<file path="src/pkg/bsdc_pkg.sv">
package bsdc_pkg;
  // ****************************************
  // register indices (byte address = 4 * index)
  // ****************************************
  localparam logic [4:0] IDX_CFG1 = 5'h0B;
  localparam logic [4:0] IDX_CFG2 = 5'h0C;
  localparam logic [4:0] IDX_DIS = 5'h0D;
  localparam logic [4:0] IDX_DIAG = 5'h0E;
  localparam logic [4:0] IDX_STAT = 5'h0F;
  localparam logic [4:0] IDX_TON = 5'h10;
  localparam logic [4:0] IDX_PER = 5'h11;
  // field positions
  localparam int B_FAST_SS = 0;
  localparam int B_PSEN = 1;
  localparam int B_DIM_EXT = 2;
  localparam int B_START = 3;
  localparam int B_SMASK = 2;
  localparam int B_OMASK = 3;
  localparam int B_PUMP_DIS = 6;
  localparam int B_BSTOV = 24;
  localparam int B_RT = 25;
  localparam int B_CURRENT_REFERENCE_PIN = 26;
  localparam int B_GND = 27;
  // reset values
  localparam logic [31:0] RST_CFG1 = 32'h0000_0004;
  localparam logic [31:0] RST_TON = 32'h0000_0100;
  localparam logic [31:0] RST_PER = 32'h0000_1000;
  // ****************************************
  // timing
  // ****************************************
  localparam int CLK_MHZ = 50;
  localparam int T_PUMP_US = 2000;
  localparam int T_SS_SLOW_US = 50000;
  localparam int T_SS_FAST_US = 22000;
  localparam int T_FULL_US = 10000;
  localparam int T_LD_ENTER_NS = 50000;
  localparam int T_LD_EXIT_NS = 51000;
  localparam int LD_ENTER_CYC = T_LD_ENTER_NS * CLK_MHZ / 1000;
  localparam int LD_EXIT_CYC = T_LD_EXIT_NS * CLK_MHZ / 1000;
  // 20 MHz sample tick from 50 MHz: two ticks per five cycles
  localparam logic [2:0] TICK_ADD = 3'h2;
  localparam logic [2:0] TICK_MOD = 3'h5;
  // dac codes: lsb about 1.95 mV, step 5 lsb stays under 10 mV
  localparam logic [8:0] DAC_STEP = 9'h005;
  localparam logic [8:0] DAC_MIN = 9'h0F7;
  localparam logic [8:0] DAC_MAX = 9'h1FE;
  localparam int SS_STEP_CYC = 1000;
  localparam int CHECK_CYC = 16;
  typedef enum logic [2:0] {
    ST_IDLE, ST_PUMP, ST_CHECK, ST_BLOCK, ST_SOFT, ST_WAIT, ST_RUN
  } bsdc_state_t;
endpackage

</file>
<file path="src/core/bsdc_ctrl.sv">
`timescale 1ns/1ps
// Overview of operation
// - after bias done and supplies good, pump gate, wait 2 ms.
// - with check source on and boost switch off, run unused, ground-short, timing and reference checks.
// - any used sink shorted to ground keeps the boost from starting.
// - unused channels disabled before soft-start; pin-detected ones never flag faults, register-disabled ones still flag ground shorts.
// - stage two steps dac up until feedback reaches slow or fast target.
// - stage two lasts 50 ms, or 22 ms in fast startup.
// - fast startup chosen by fast soft-start bit in config one.
// - stage three needs stage two done and dimming high, then seeks window.
// - stage three dac updates on dimming rise, or each 10 ms at full duty.
// - each dac update moves at most 10 mV.
// - unused sinks disconnected before soft-start so open and short faults stay quiet.
// - on overvoltage after soft-start, low sinks leave the minimum detector.
// - open string drives fault low and sets that channel's bit.
// - overvoltage without open string pauses switching until hysteresis, sets bit.
// - short checked at sink falling edge against selected threshold.
// - shorted strings disconnected, fault held until a dimming rise sees removal.
// - short check off in low-dimming, continuous with dimming held high.
// - load dump withholds short flag until minimum string falls below level.
// - brightness from dimming pin or on-time registers, sampled at 20 MHz in phase-shift mode.
// - enter low-dimming below 50 us on-time, leave above 51 us.
// - phase-shift bit spreads strings evenly, recomputed when strings drop.
// - without phase shift all sinks switch together.
module bsdc_ctrl #(
  parameter int NCH = 6,
  parameter int PW = 20,
  parameter int PUMP_CYC = bsdc_pkg::T_PUMP_US * bsdc_pkg::CLK_MHZ,
  parameter int SS_SLOW_CYC = bsdc_pkg::T_SS_SLOW_US * bsdc_pkg::CLK_MHZ,
  parameter int SS_FAST_CYC = bsdc_pkg::T_SS_FAST_US * bsdc_pkg::CLK_MHZ,
  parameter int FULL_CYC = bsdc_pkg::T_FULL_US * bsdc_pkg::CLK_MHZ
) (
  // clock and reset
  input wire logic SYS_CLK_I,
  input wire logic RST_N_I,
  // ahb-lite slave
  input wire logic HSEL_I,
  input wire logic [31:0] HADDR_I,
  input wire logic [1:0] HTRANS_I,
  input wire logic HWRITE_I,
  input wire logic [2:0] HSIZE_I,
  input wire logic [31:0] HWDATA_I,
  input wire logic HREADY_I,
  output logic [31:0] HRDATA_O,
  output logic HREADYOUT_O,
  output logic HRESP_O,
  // supervisors and analog comparators (asynchronous)
  input wire logic BIAS_DONE_I,
  input wire logic SUPPLY_OK_I,
  input wire logic DIM_I,
  input wire logic FB_TARGET_I,
  input wire logic OVP_I,
  input wire logic OVP_CLEAR_I,
  input wire logic MIN_BELOW_LD_I,
  input wire logic RT_FAULT_I,
  input wire logic CURRENT_REFERENCE_PIN_FAULT_I,
  input wire logic [NCH-1:0] OUT_GND_I,
  input wire logic [NCH-1:0] OUT_UNUSED_I,
  input wire logic [NCH-1:0] OUT_LOW_I,
  input wire logic [NCH-1:0] OUT_HIGH_I,
  input wire logic [NCH-1:0] OUT_OPEN_I,
  input wire logic [NCH-1:0] OUT_SHORT_I,
  // power stage and sinks
  output logic GATE_PUMP_EN_O,
  output logic CHECK_SRC_EN_O,
  output logic BOOST_SW_EN_O,
  output logic FAST_TARGET_O,
  output logic [1:0] SHORT_SEL_O,
  output logic [8:0] DAC_O,
  output logic [NCH-1:0] SINK_EN_O,
  output logic [NCH-1:0] MIN_DET_EN_O,
  // open-drain fault pin
  output logic FAULT_N_O,
  output logic FAULT_OE_O
);
  localparam int NS = 9 + 6 * NCH;
  localparam int TW = 24;

  // ****************************************
  // input synchronisers
  // ****************************************
  logic [NS-1:0] raw, s1_q, s2_q;
  assign raw = {BIAS_DONE_I, SUPPLY_OK_I, DIM_I, FB_TARGET_I, OVP_I, OVP_CLEAR_I,
                MIN_BELOW_LD_I, RT_FAULT_I, CURRENT_REFERENCE_PIN_FAULT_I, OUT_GND_I, OUT_UNUSED_I,
                OUT_LOW_I, OUT_HIGH_I, OUT_OPEN_I, OUT_SHORT_I};
  // second stage is the only reader of the first
  always_ff @(posedge SYS_CLK_I or negedge RST_N_I) begin
    if (!RST_N_I) begin
      s1_q <= '0;
      s2_q <= '0;
    end else begin
      s1_q <= raw;
      s2_q <= s1_q;
    end
  end
  logic bias_ok, sup_ok, dim_s, fb_hit, ovp, ovp_clr, min_ld, rt_f, current_reference_pin_f;
  logic [NCH-1:0] gnd, unus, low, high, open_c, shrt;
  assign {bias_ok, sup_ok, dim_s, fb_hit, ovp, ovp_clr, min_ld, rt_f, current_reference_pin_f, gnd,
          unus, low, high, open_c, shrt} = s2_q;

  // ****************************************
  // register bus
  // ****************************************
  logic [31:0] cfg1_q, cfg2_q, dis_q, ton_q, per_q, diag_q, rdat_q, stat;
  logic wr_q;
  logic [4:0] widx_q;
  logic [4:0] aidx;
  logic take;
  assign take = HSEL_I & HREADY_I & HTRANS_I[1];
  assign aidx = HADDR_I[6:2];
  assign HREADYOUT_O = 1'b1; // zero wait states, answer always okay
  assign HRESP_O = 1'b0;
  assign HRDATA_O = rdat_q;
  // address phase latch and read data prefetch
  always_ff @(posedge SYS_CLK_I or negedge RST_N_I) begin
    if (!RST_N_I) begin
      wr_q <= 1'b0;
      widx_q <= '0;
      rdat_q <= '0;
    end else begin
      wr_q <= take & HWRITE_I;
      widx_q <= aidx;
      if (take && !HWRITE_I) begin
        unique case (aidx)
          bsdc_pkg::IDX_CFG1: rdat_q <= cfg1_q;
          bsdc_pkg::IDX_CFG2: rdat_q <= cfg2_q;
          bsdc_pkg::IDX_DIS: rdat_q <= dis_q;
          bsdc_pkg::IDX_DIAG: rdat_q <= diag_q;
          bsdc_pkg::IDX_STAT: rdat_q <= stat;
          bsdc_pkg::IDX_TON: rdat_q <= ton_q;
          bsdc_pkg::IDX_PER: rdat_q <= per_q;
          default: rdat_q <= '0;
        endcase
      end
    end
  end
  // control registers written in the data phase
  always_ff @(posedge SYS_CLK_I or negedge RST_N_I) begin
    if (!RST_N_I) begin
      cfg1_q <= bsdc_pkg::RST_CFG1;
      cfg2_q <= '0;
      dis_q <= '0;
      ton_q <= bsdc_pkg::RST_TON;
      per_q <= bsdc_pkg::RST_PER;
    end else if (wr_q) begin
      if (widx_q == bsdc_pkg::IDX_CFG1) cfg1_q <= HWDATA_I;
      if (widx_q == bsdc_pkg::IDX_CFG2) cfg2_q <= HWDATA_I;
      if (widx_q == bsdc_pkg::IDX_DIS) dis_q <= HWDATA_I;
      if (widx_q == bsdc_pkg::IDX_TON) ton_q <= HWDATA_I;
      if (widx_q == bsdc_pkg::IDX_PER) per_q <= HWDATA_I;
    end
  end
  logic fast, psen, dim_ext;
  assign fast = cfg1_q[bsdc_pkg::B_FAST_SS];
  assign psen = cfg1_q[bsdc_pkg::B_PSEN];
  assign dim_ext = cfg1_q[bsdc_pkg::B_DIM_EXT];
  assign FAST_TARGET_O = fast;
  assign SHORT_SEL_O = cfg2_q[1:0];

  // ****************************************
  // dimming reference and low-dimming mode
  // ****************************************
  logic [15:0] icnt_q;
  logic int_pwm, ref_q, ref_rise, ref_fall, full, low_dim_q;
  logic [12:0] hcnt_q;
  logic [TW-1:0] fcnt_q;
  // internal pwm from on-time registers when the pin is not used
  always_ff @(posedge SYS_CLK_I or negedge RST_N_I) begin
    if (!RST_N_I) icnt_q <= '0;
    else icnt_q <= (icnt_q >= per_q[15:0] - 16'h0001) ? '0 : icnt_q + 16'h0001;
  end
  assign int_pwm = icnt_q < ton_q[15:0];
  always_ff @(posedge SYS_CLK_I or negedge RST_N_I) begin
    if (!RST_N_I) ref_q <= 1'b0;
    else ref_q <= dim_ext ? dim_s : int_pwm;
  end
  assign ref_rise = (dim_ext ? dim_s : int_pwm) & ~ref_q;
  assign ref_fall = ~(dim_ext ? dim_s : int_pwm) & ref_q;
  // on-time length and full-duty detection share the high counters
  always_ff @(posedge SYS_CLK_I or negedge RST_N_I) begin
    if (!RST_N_I) begin
      hcnt_q <= '0;
      fcnt_q <= '0;
      low_dim_q <= 1'b0;
    end else begin
      hcnt_q <= !ref_q ? '0 : (&hcnt_q ? hcnt_q : hcnt_q + 13'h0001);
      fcnt_q <= (!ref_q || fcnt_q >= TW'(FULL_CYC - 1)) ? '0 : fcnt_q + TW'(1);
      if (ref_fall && hcnt_q < 13'(bsdc_pkg::LD_ENTER_CYC)) low_dim_q <= 1'b1;
      else if (ref_fall && hcnt_q > 13'(bsdc_pkg::LD_EXIT_CYC)) low_dim_q <= 1'b0;
    end
  end
  assign full = ref_q & (&hcnt_q); // held high long past any pulse

  // ****************************************
  // startup sequencer
  // ****************************************
  bsdc_pkg::bsdc_state_t st_q;
  logic [TW-1:0] tmr_q;
  logic [NCH-1:0] unused_q, gnd_q, open_q, short_q, active;
  logic rt_q, current_reference_pin_q;
  logic [8:0] dac_q;
  logic ss_done, pump_done, chk_done, step_tick;
  assign pump_done = tmr_q >= TW'(PUMP_CYC - 1);
  assign chk_done = tmr_q >= TW'(bsdc_pkg::CHECK_CYC - 1);
  assign ss_done = tmr_q >= (fast ? TW'(SS_FAST_CYC - 1) : TW'(SS_SLOW_CYC - 1));
  always_ff @(posedge SYS_CLK_I or negedge RST_N_I) begin
    if (!RST_N_I) begin
      st_q <= bsdc_pkg::ST_IDLE;
      tmr_q <= '0;
    end else begin
      tmr_q <= tmr_q + TW'(1);
      if (!sup_ok || !cfg1_q[bsdc_pkg::B_START]) begin
        st_q <= bsdc_pkg::ST_IDLE;
        tmr_q <= '0;
      end else begin
        unique case (st_q)
          bsdc_pkg::ST_IDLE: if (bias_ok) begin
            st_q <= bsdc_pkg::ST_PUMP;
            tmr_q <= '0;
          end
          bsdc_pkg::ST_PUMP: if (pump_done) begin
            st_q <= bsdc_pkg::ST_CHECK;
            tmr_q <= '0;
          end
          bsdc_pkg::ST_CHECK: if (chk_done) begin
            // ground short or resistor fault keeps the converter off
            st_q <= (|(gnd & ~unus) || rt_f || current_reference_pin_f) ?
                    bsdc_pkg::ST_BLOCK : bsdc_pkg::ST_SOFT;
            tmr_q <= '0;
          end
          bsdc_pkg::ST_BLOCK: tmr_q <= '0;
          bsdc_pkg::ST_SOFT: if (ss_done) st_q <= bsdc_pkg::ST_WAIT;
          bsdc_pkg::ST_WAIT: if (ref_q) st_q <= bsdc_pkg::ST_RUN;
          bsdc_pkg::ST_RUN: tmr_q <= '0;
        endcase
      end
    end
  end
  assign GATE_PUMP_EN_O = (st_q != bsdc_pkg::ST_IDLE) & ~dis_q[bsdc_pkg::B_PUMP_DIS];
  assign CHECK_SRC_EN_O = st_q == bsdc_pkg::ST_CHECK;
  // power-up check results, caught at the end of the check window
  always_ff @(posedge SYS_CLK_I or negedge RST_N_I) begin
    if (!RST_N_I) begin
      unused_q <= '0;
      gnd_q <= '0;
      rt_q <= 1'b0;
      current_reference_pin_q <= 1'b0;
    end else if (st_q == bsdc_pkg::ST_CHECK && chk_done) begin
      unused_q <= unus | dis_q[NCH-1:0];
      gnd_q <= gnd & ~unus;
      rt_q <= rt_f;
      current_reference_pin_q <= current_reference_pin_f;
    end
  end
  assign active = ~unused_q & ~open_q & ~short_q;

  // ****************************************
  // dac reference: soft-start and headroom search
  // ****************************************
  logic [9:0] scnt_q;
  logic upd, go_up, go_dn;
  assign step_tick = scnt_q == 10'(bsdc_pkg::SS_STEP_CYC - 1);
  assign upd = (st_q == bsdc_pkg::ST_RUN) &
               (full ? fcnt_q == TW'(FULL_CYC - 1) : ref_rise);
  assign go_up = |(low & active & ~open_q);
  assign go_dn = (active != '0) && ((high & active) == active);
  always_ff @(posedge SYS_CLK_I or negedge RST_N_I) begin
    if (!RST_N_I) scnt_q <= '0;
    else scnt_q <= step_tick ? '0 : scnt_q + 10'h001;
  end
  always_ff @(posedge SYS_CLK_I or negedge RST_N_I) begin
    if (!RST_N_I) dac_q <= '0;
    else if (st_q == bsdc_pkg::ST_IDLE) dac_q <= '0;
    else if (st_q == bsdc_pkg::ST_SOFT && step_tick && !fb_hit)
      dac_q <= (dac_q > bsdc_pkg::DAC_MAX - bsdc_pkg::DAC_STEP) ?
               bsdc_pkg::DAC_MAX : dac_q + bsdc_pkg::DAC_STEP;
    else if (upd && go_up)
      dac_q <= (dac_q > bsdc_pkg::DAC_MAX - bsdc_pkg::DAC_STEP) ?
               bsdc_pkg::DAC_MAX : dac_q + bsdc_pkg::DAC_STEP;
    // below the floor a down step holds instead of jumping up to it
    else if (upd && go_dn && dac_q > bsdc_pkg::DAC_MIN)
      dac_q <= (dac_q < bsdc_pkg::DAC_MIN + bsdc_pkg::DAC_STEP) ?
               bsdc_pkg::DAC_MIN : dac_q - bsdc_pkg::DAC_STEP;
  end
  assign DAC_O = dac_q;

  // ****************************************
  // open strings, overvoltage, shorts, load dump
  // ****************************************
  logic ovh_q, bstov_q, ld_q, after_ss;
  logic [NCH-1:0] sink_q, sink_d, sl_chk, ovp_open;
  assign after_ss = (st_q == bsdc_pkg::ST_WAIT) | (st_q == bsdc_pkg::ST_RUN);
  assign ovp_open = open_c & ~unused_q;
  // short sampled on sink fall, or all the time at full duty
  assign sl_chk = (sink_q & ~sink_d) | (full ? sink_q : '0);
  always_ff @(posedge SYS_CLK_I or negedge RST_N_I) begin
    if (!RST_N_I) begin
      open_q <= '0;
      short_q <= '0;
      ovh_q <= 1'b0;
      ld_q <= 1'b0;
    end else if (st_q == bsdc_pkg::ST_IDLE) begin
      open_q <= '0;
      short_q <= '0;
      ovh_q <= 1'b0;
      ld_q <= 1'b0;
    end else begin
      if (after_ss && ovp) open_q <= open_q | ovp_open;
      // pause switching until feedback drops by the hysteresis
      if (after_ss && ovp && ovp_open == '0) ovh_q <= 1'b1;
      else if (ovp_clr) ovh_q <= 1'b0;
      if (go_dn_ld(shrt, active)) ld_q <= 1'b1;
      else if (min_ld) ld_q <= 1'b0;
      for (int k = 0; k < NCH; k++) begin
        if (sl_chk[k] && shrt[k] && !low_dim_q && !go_dn_ld(shrt, active))
          short_q[k] <= 1'b1;
        else if (ref_rise && !shrt[k] && !full)
          short_q[k] <= 1'b0;
      end
    end
  end
  // load dump: every active string above the short threshold
  function automatic logic go_dn_ld(input logic [NCH-1:0] s, input logic [NCH-1:0] a);
    go_dn_ld = (a != '0) && ((s & a) == a);
  endfunction
  always_ff @(posedge SYS_CLK_I or negedge RST_N_I) begin
    if (!RST_N_I) bstov_q <= 1'b0;
    else if (after_ss && ovp && ovp_open == '0) bstov_q <= 1'b1; // set beats clear
    else if (wr_q && widx_q == bsdc_pkg::IDX_DIAG && HWDATA_I[bsdc_pkg::B_BSTOV])
      bstov_q <= 1'b0;
  end
  assign diag_q = {4'h0, |gnd_q, current_reference_pin_q, rt_q, bstov_q, 2'h0, short_q,
                   2'h0, gnd_q, 2'h0, open_q};
  assign MIN_DET_EN_O = ~unused_q & ~open_q & ~short_q;
  assign BOOST_SW_EN_O = ~ovh_q & ((st_q == bsdc_pkg::ST_SOFT) |
                         ((st_q == bsdc_pkg::ST_WAIT) | (st_q == bsdc_pkg::ST_RUN)) &
                         (low_dim_q | ref_q));

  // ****************************************
  // phase-shift generator on the 20 MHz sample tick
  // ****************************************
  logic [2:0] acc_q;
  logic tick, sref_q;
  logic [PW-1:0] ph_q, plen_q, on_q, step;
  logic [2:0] nact;
  logic [2:0] pos [NCH];
  logic [NCH-1:0] ps_on;
  assign tick = acc_q >= bsdc_pkg::TICK_MOD - bsdc_pkg::TICK_ADD;
  always_ff @(posedge SYS_CLK_I or negedge RST_N_I) begin
    if (!RST_N_I) begin
      acc_q <= '0;
      sref_q <= 1'b0;
      ph_q <= '0;
      plen_q <= '0;
      on_q <= '0;
    end else begin
      acc_q <= tick ? acc_q + bsdc_pkg::TICK_ADD - bsdc_pkg::TICK_MOD
                    : acc_q + bsdc_pkg::TICK_ADD;
      if (tick) begin
        sref_q <= ref_q;
        ph_q <= (ref_q && !sref_q) ? '0 : (&ph_q ? ph_q : ph_q + PW'(1));
        if (ref_q && !sref_q) plen_q <= ph_q + PW'(1);
        if (!ref_q && sref_q) on_q <= ph_q;
      end
    end
  end
  // slot of each string among those still active
  always_comb begin
    nact = '0;
    for (int k = 0; k < NCH; k++) begin
      pos[k] = nact;
      nact = nact + 3'(active[k]);
    end
  end
  assign step = (nact == '0) ? '0 : plen_q / PW'(nact);
  for (genvar k = 0; k < NCH; k++) begin : g_ch
    logic [PW-1:0] off, rel;
    assign off = PW'(step * PW'(pos[k]));
    assign rel = (ph_q >= off) ? ph_q - off : ph_q + plen_q - off;
    assign ps_on[k] = full | (rel < on_q);
  end
  // without phase shift every sink follows the reference together
  assign sink_d = (st_q == bsdc_pkg::ST_RUN) ?
                  active & (psen ? ps_on : {NCH{ref_q}}) : '0;
  always_ff @(posedge SYS_CLK_I or negedge RST_N_I) begin
    if (!RST_N_I) sink_q <= '0;
    else sink_q <= sink_d;
  end
  assign SINK_EN_O = sink_q;

  // ****************************************
  // fault pin and status
  // ****************************************
  logic flt_q;
  always_ff @(posedge SYS_CLK_I or negedge RST_N_I) begin
    if (!RST_N_I) flt_q <= 1'b0;
    else flt_q <= (|open_q & ~cfg2_q[bsdc_pkg::B_OMASK])
                  | (|short_q & ~ld_q & ~cfg2_q[bsdc_pkg::B_SMASK])
                  | (|gnd_q) | rt_q | current_reference_pin_q;
  end
  assign FAULT_OE_O = flt_q;
  assign FAULT_N_O = 1'b0;
  assign stat = {2'h0, active, 2'h0, ld_q, low_dim_q, 3'h0, dac_q, 5'h00, st_q};
endmodule

</file>
<file path="config.mk">
export PLATFORM = sky130hd
export DESIGN_NAME = bsdc_ctrl
export DESIGN_NICKNAME = d
export VERILOG_FILES = /design/src/pkg/bsdc_pkg.sv /design/src/core/bsdc_ctrl.sv
export SDC_FILE = /design/constraint.sdc
export NUM_CORES = 2
export LEC_CHECK = 0
export BUFFER_PORTS_ARGS = -buffer_cell sky130_fd_sc_hd__buf_2
export CORE_ASPECT_RATIO = 1.5
export CORE_UTILIZATION = 40
export CTS_BUF_LIST = sky130_fd_sc_hd__clkbuf_8
export CTS_CLUSTER_DIAMETER = 80
export DETAILED_ROUTE_END_ITERATION = 16
export GPL_ROUTABILITY_DRIVEN = 0
export SETUP_SLACK_MARGIN = 0.15
export SYNTH_ARGS = -nofsm -noshare
export SYNTH_HDL_FRONTEND = slang
export SYNTH_SLANG_ARGS = --single-unit
</file>
<file path="constraint.sdc">
create_clock -name SYS_CLK_I -period 68.2 [get_ports SYS_CLK_I]
set_input_delay 13.64 -clock SYS_CLK_I [delete_from_list [all_inputs] [get_ports SYS_CLK_I]]
set_output_delay 13.64 -clock SYS_CLK_I [all_outputs]
set_load 0.05 [all_outputs]
</file>
### After elaboration in Yosys (flattened, before gate mapping)

Cells that the tools add are included.

* register bits: 489
* input port bits: 119
* logic and storage cells: 345

* add/subtract/negate cells: 27
* multiply operators: 5
* divide/modulo/power cells: 1
* magnitude comparators: 24
* equal/unequal tests: 30
* muxes and demuxes: 66
* bitwise logic cells: 51
* reduce and logical (&&, ||, !) cells: 101

Operator list (number)
* 32-bit case mux with 7 select lines: 1
* 20-bit subtractor: 10
* 20-bit two-way mux: 9
* 20-bit less-than comparator: 6
* 24-bit two-way mux: 5
* 20-bit >= comparator: 5
* 24-bit case mux with 4 select lines: 1
* 6-bit AND: 10
* 20-bit by 3-bit multiplier with 20-bit output: 3
* 9-bit two-way mux: 6
* 24-bit by 1-bit adder with 24-bit output, second input constant: 2
* 1-bit logical AND: 47
* 5-bit by 4-bit equality test with 1-bit output, second input constant: 9
* 6-bit two-way mux: 6
* 6-bit inverter: 5
* 6-bit OR reduction: 5
* 3-bit nonzero test: 9
* 13-bit two-way mux: 2
* 24-bit by 19-bit equality test with 1-bit output, second input constant: 1
* 24-bit by 17-bit >= comparator with 1-bit output, second input constant: 1
* 24-bit by 19-bit >= comparator with 1-bit output, second input constant: 1
* 24-bit by 22-bit >= comparator with 1-bit output: 1
* 24-bit by 4-bit >= comparator with 1-bit output, second input constant: 1
* 1-bit two-way mux: 24
* 55 further kinds: 135

### Logic depth before layout (Yosys ltp)

* depth after elaboration: 26
* mapped depth: 234
* gate-level depth less buffers: 218

### Least setup slack after synthesis

Ideal clock, no wire load.

* path type: register to register
* start: reg short_q[0]
* end: reg short_q[3]
* data arrival time: 44.772 ns
* required time: 68.038 ns
* setup slack: 23.267 ns
* cell stages (with the launch flop): 220
* path buffers: 16
* cell sequence: dfrtp_1 or3_1 clkbuf_1 inv_1 clkbuf_1 clkbuf_1 ha_1 inv_1 clkbuf_1 fa_1 clkinv_1 clkbuf_1 ha_1 ha_1 inv_1 ha_1 o21a_1 a2111oi_1 [... 184 more ...] ha_1 a21oi_1 nor2b_1 o21ai_0 nand2b_1 a21oi_1 nor2b_1 o21ai_0 nand2b_1 a21oi_1 o21ai_0 a21o_1 a21oi_1 o21ai_0 a311oi_1 nand2_1 nand4_1 a21oi_1

* longest elaborated chain between the ends: 25
* elaborated cells between the ends (all ways): 34
* those cells by class: add/sub (7); mul (1); div (1); order compare (2); eq/ne (1); mux (6); bitwise (8); reduce/logical (8)

Ends and longest elaborated chain
* start: declaration: line bsdc_ctrl.sv:199 `logic [NCH-1:0] unused_q, gnd_q, open_q, short_q, active;`
* start signal: assignment: line bsdc_ctrl.sv:299 `short_q <= '0;`
* start signal: assignment: line bsdc_ctrl.sv:304 `short_q <= '0;`
* start signal: indexed assignment: line bsdc_ctrl.sv:316 `short_q[k] <= 1'b1;`
* 6-bit inverter *
* 6-bit AND *
* via MIN_DET_EN_O[0]: line bsdc_ctrl.sv:71 `output logic [NCH-1:0] MIN_DET_EN_O,`
* 1-bit by 1-bit adder with 2-bit output *: line bsdc_ctrl.sv:372 `nact = nact + 3'(active[k]);`
* 2-bit by 1-bit adder with 3-bit output *: line bsdc_ctrl.sv:372
* 3-bit by 1-bit adder with 3-bit output (3 in series): line bsdc_ctrl.sv:372
* 20-bit by 3-bit divider with 20-bit output / 3-bit logical NOT (equally long branches): line bsdc_ctrl.sv:375 `assign step = (nact == '0) ? '0 : plen_q / PW'(nact);`
* 20-bit two-way mux: line bsdc_ctrl.sv:375
* [... 7 more ...]
* 6-bit two-way mux *: line bsdc_ctrl.sv:383 `assign sink_d = (st_q == bsdc_pkg::ST_RUN) ?`
* via sink_d[3]: line bsdc_ctrl.sv:291 `logic [NCH-1:0] sink_q, sink_d, sl_chk, ovp_open;`
* 6-bit inverter *: line bsdc_ctrl.sv:295 `assign sl_chk = (sink_q & ~sink_d) | (full ? sink_q : '0);`
* 6-bit AND *: line bsdc_ctrl.sv:295
* 6-bit OR *: line bsdc_ctrl.sv:295
* 1-bit logical AND * (3 in series): line bsdc_ctrl.sv:315 `if (sl_chk[k] && shrt[k] && !low_dim_q && !go_dn_ld(shrt, active))`
* 1-bit two-way mux: line bsdc_ctrl.sv:315
* 6-bit two-way mux: line bsdc_ctrl.sv:302 `end else if (st_q == bsdc_pkg::ST_IDLE) begin`

Mark *: on every way through the listed nets, which the timed path passes. The rest lies on a longest branch.
A chain may end at the register's enable or synchronous reset.

### Final worst setup path

* start: reg short_q[2]
* end: reg short_q[3]

* longest elaborated chain between the ends: 24
* elaborated cells between the ends (all ways): 33
* those cells by class: add/sub (6); mul (1); div (1); order compare (2); eq/ne (1); mux (6); bitwise (8); reduce/logical (8)

Ends and longest elaborated chain
* 6-bit inverter *: line bsdc_ctrl.sv:255 `assign active = ~unused_q & ~open_q & ~short_q;`
* 6-bit AND *: line bsdc_ctrl.sv:255
* 2-bit by 1-bit adder with 3-bit output *: line bsdc_ctrl.sv:372
* 3-bit by 1-bit adder with 3-bit output (3 in series): line bsdc_ctrl.sv:372
* 20-bit by 3-bit divider with 20-bit output / 3-bit logical NOT (equally long branches): line bsdc_ctrl.sv:375
* 20-bit two-way mux: line bsdc_ctrl.sv:375
* 20-bit by 3-bit multiplier with 20-bit output *: line bsdc_ctrl.sv:378 `assign off = PW'(step * PW'(pos[k]));`
* 20-bit subtractor / 20-bit >= comparator (equally long branches): line bsdc_ctrl.sv:379 `assign rel = (ph_q >= off) ? ph_q - off : ph_q + plen_q - off;`
* [... 5 more ...]
* 6-bit two-way mux *: line bsdc_ctrl.sv:383
* via sink_d[3]: line bsdc_ctrl.sv:291
* 6-bit inverter *: line bsdc_ctrl.sv:295
* 6-bit AND *: line bsdc_ctrl.sv:295
* 6-bit OR *: line bsdc_ctrl.sv:295
* 1-bit logical AND * (3 in series): line bsdc_ctrl.sv:315
* 1-bit two-way mux: line bsdc_ctrl.sv:315
* 6-bit two-way mux: line bsdc_ctrl.sv:302

Marked as above.

==> reports/metrics.yaml <==
outcome: "completed"
clkLatencyLatePin_ns: 0.75
grt_pass1_wl_mm: 215
cp.buffers_inverters: 12
grt_antenna_before_repair: 5
endpoint_kind: "flop"
cpPeakStageDelay_ns: 0.94
required_ns: 68.79
final_antenna_net_count: 0
cts_tree: "done"
drc_errors: 0
synth_mux_area_share_pct: 7.22
drive_gt1_share_pct: 11.5
grt_pass1_vias: 40600
syn_area_um2: 45300
synth-adder-area-share_pct: 17.0
setup_tns_ns: 0
critical_path.most_common_cell: "ha_1"
cts_resized: 0
hp-class: "reg -> reg"
fin_worst_skew_ns: 0.0595
clockBufferDepth: 3
die_h_um: 414
htree_levels: 3
start_util_pct: 40.5
grtUsageTotal_pct: 23.7
fin_crit_sh_pct: 80.2
slew_headroom_pct: 22.3
cts_setup_buffers: 0
root_buffer: "clkbuf_8"
startpoint_type: "flop"
maxCapViolations: 0
synth_area_per_cell_um2: 8.49
yosysWarnings: 0
die_x_um: 277
ys.flop_type: "dfrtp_1"
worstSetupPathType: "reg -> reg"
row_count: 150
grt-ovfl-total: 0
yosysUniqueCellTypes: 137
crit_path_max_fanout: 37
drt-initial-drc-count: 1939
async_reset_ff_share_pct: 100
wire_per_inst_um: 19.6
synth_compound_area_share_pct: 17.8
fp.coreArea_um2: 112000
port_buffers: 147
clkSinkCount: 489
pin_count: 182
synth_area_leader_cell: "dfrtp_1"
max_freq_mhz: 18.3
cts_hold_buf: 0
finalHoldViolations: 0
drt_wl_total_mm: 137
finalWorstSetupSlack_ns: 13.53
clkTransAtPathRegs_ns: 0.06
crit_family: "compound AO/OA/AOI/OAI gates"
slew_violations: 0
drt_pass1_iterations: 7
ys_ff_latch: 489
die_area_um2: 115000
fillerInstances: 11200
vias_per_cell: 5.66
hpwlAfterDp_mm: 109
nets: 6161
area_growth_pct: 8.91
rsz0062_at_grt: "false"
cts_made_buffers: 78
synth-simple-area-share_pct: 18.8
finalSetupViolations: 0
synthXorXnorAreaFrac_pct: 6.92
yosysSeqAreaShare_pct: 27.0
synth_top_area_share_pct: 26.8
crit_arrival_ns: 55.26
worst_pin_slew_ns: 1.16
crit_slowest_cell: "nor4_1"
grt_max_degree: 114
layout_common_cells: "520 x nand2_1, 505 x ha_1, 486 x dfrtp_1, 454 x inv_1, 450 x o21ai_0"
synth_top_family_by_area: "simple AND/OR/NAND/NOR gates"
synthTopCellsByArea: "dfrtp_1 27%, ha_1 14%, o21ai_0 5.0%, mux2_2 4.8%, xnor2_1 4.8%"
num_vias: 39500
fin_util_pct: 44.1
pre_cts_ws_ns: 14.14
synth-edff-count: 0
post-route-min-period_ns: 54.67
final_common_cell: "nand2_1"
syn_inst: 5340
-- final timing paths --
kind	start	end	slack (ns)	cells past startpoint
min reg2reg	s1_q[12]	s2_q[12]	0.32	0
min	s1_q[12]	s2_q[12]	0.32	0
max in group asynchronous	RST_N_I	tmr_q[22]	51.35	5
max reg2reg	short_q[2]	short_q[3]	13.53	207
min in group asynchronous	RST_N_I	HRDATA_O[31]	13.00	1
max	short_q[2]	short_q[3]	13.53	207
-- Yosys cell counts, types with 114 or more instances --
library cell / n
xnor2_1: 247
nand2b_1: 128
nand3_1: 114
o21ai_0: 450
nand2_1: 520
inv_1: 434
ha_1: 505
mux2_2: 195
nor2_1: 396
dfrtp_1: 486
a21oi_1: 373
clkbuf_1: 127
-- registers in the layout (all words and copies together), names as in the netlist, 20 cells and up --
name      flops
cfg2_q       32
s1_q         45
per_q        32
HRDATA_O     32
dis_q        32
tmr_q        24
ph_q         20
plen_q       20
cfg1_q       32
s2_q         45
fcnt_q       24
ton_q        32
on_q         20
-- area by class of cell --
type                       count  area, µm²  share of cell area [%]
inverter                     436       1640                    3.31
timing repair buffer         209       1210                    2.46
sequential                   489      12200                    24.8
antenna                        2       5.00                  0.0101
clock inverter                35        254                   0.514
tap                         1444       1810                    3.66
multi-input combinational   4255      30800                    62.4
clock buffer                 102       1400                    2.84
-- cell families (layout without fill, tap and decap cells) --
group	count (synthesis)	count (layout)
AOI/OAI and AO/OA	1303	1303
xor gates and xnor gates	355	355
adders and majority gates	578	578
buffers and inverters	602	782
DFF	489	489
muxes	290	290
other	2	10
and+or+nand+nor	1721	1721
-- through the flow --
step,hold WS (ns),std cells,instance area [µm²]
detailed placement,0.335,6833,47700
floorplan,0.331,5346,45400
global route,0.347,6971,49400
finish,0.318,6972,49400
global placement,0.334,6833,47700
CTS,0.318,6970,49400
-- metal layers --
metal	routed length, µm	global-route usage [%]
met1	51100	24.5
met4	8010	13.5
met2	72900	45.6
met5	30	0
met3	4830	2.74
Power is left out: the tool's default activity adds up to more than one toggle a clock period on the data nets, which glitch-free logic cannot reach.
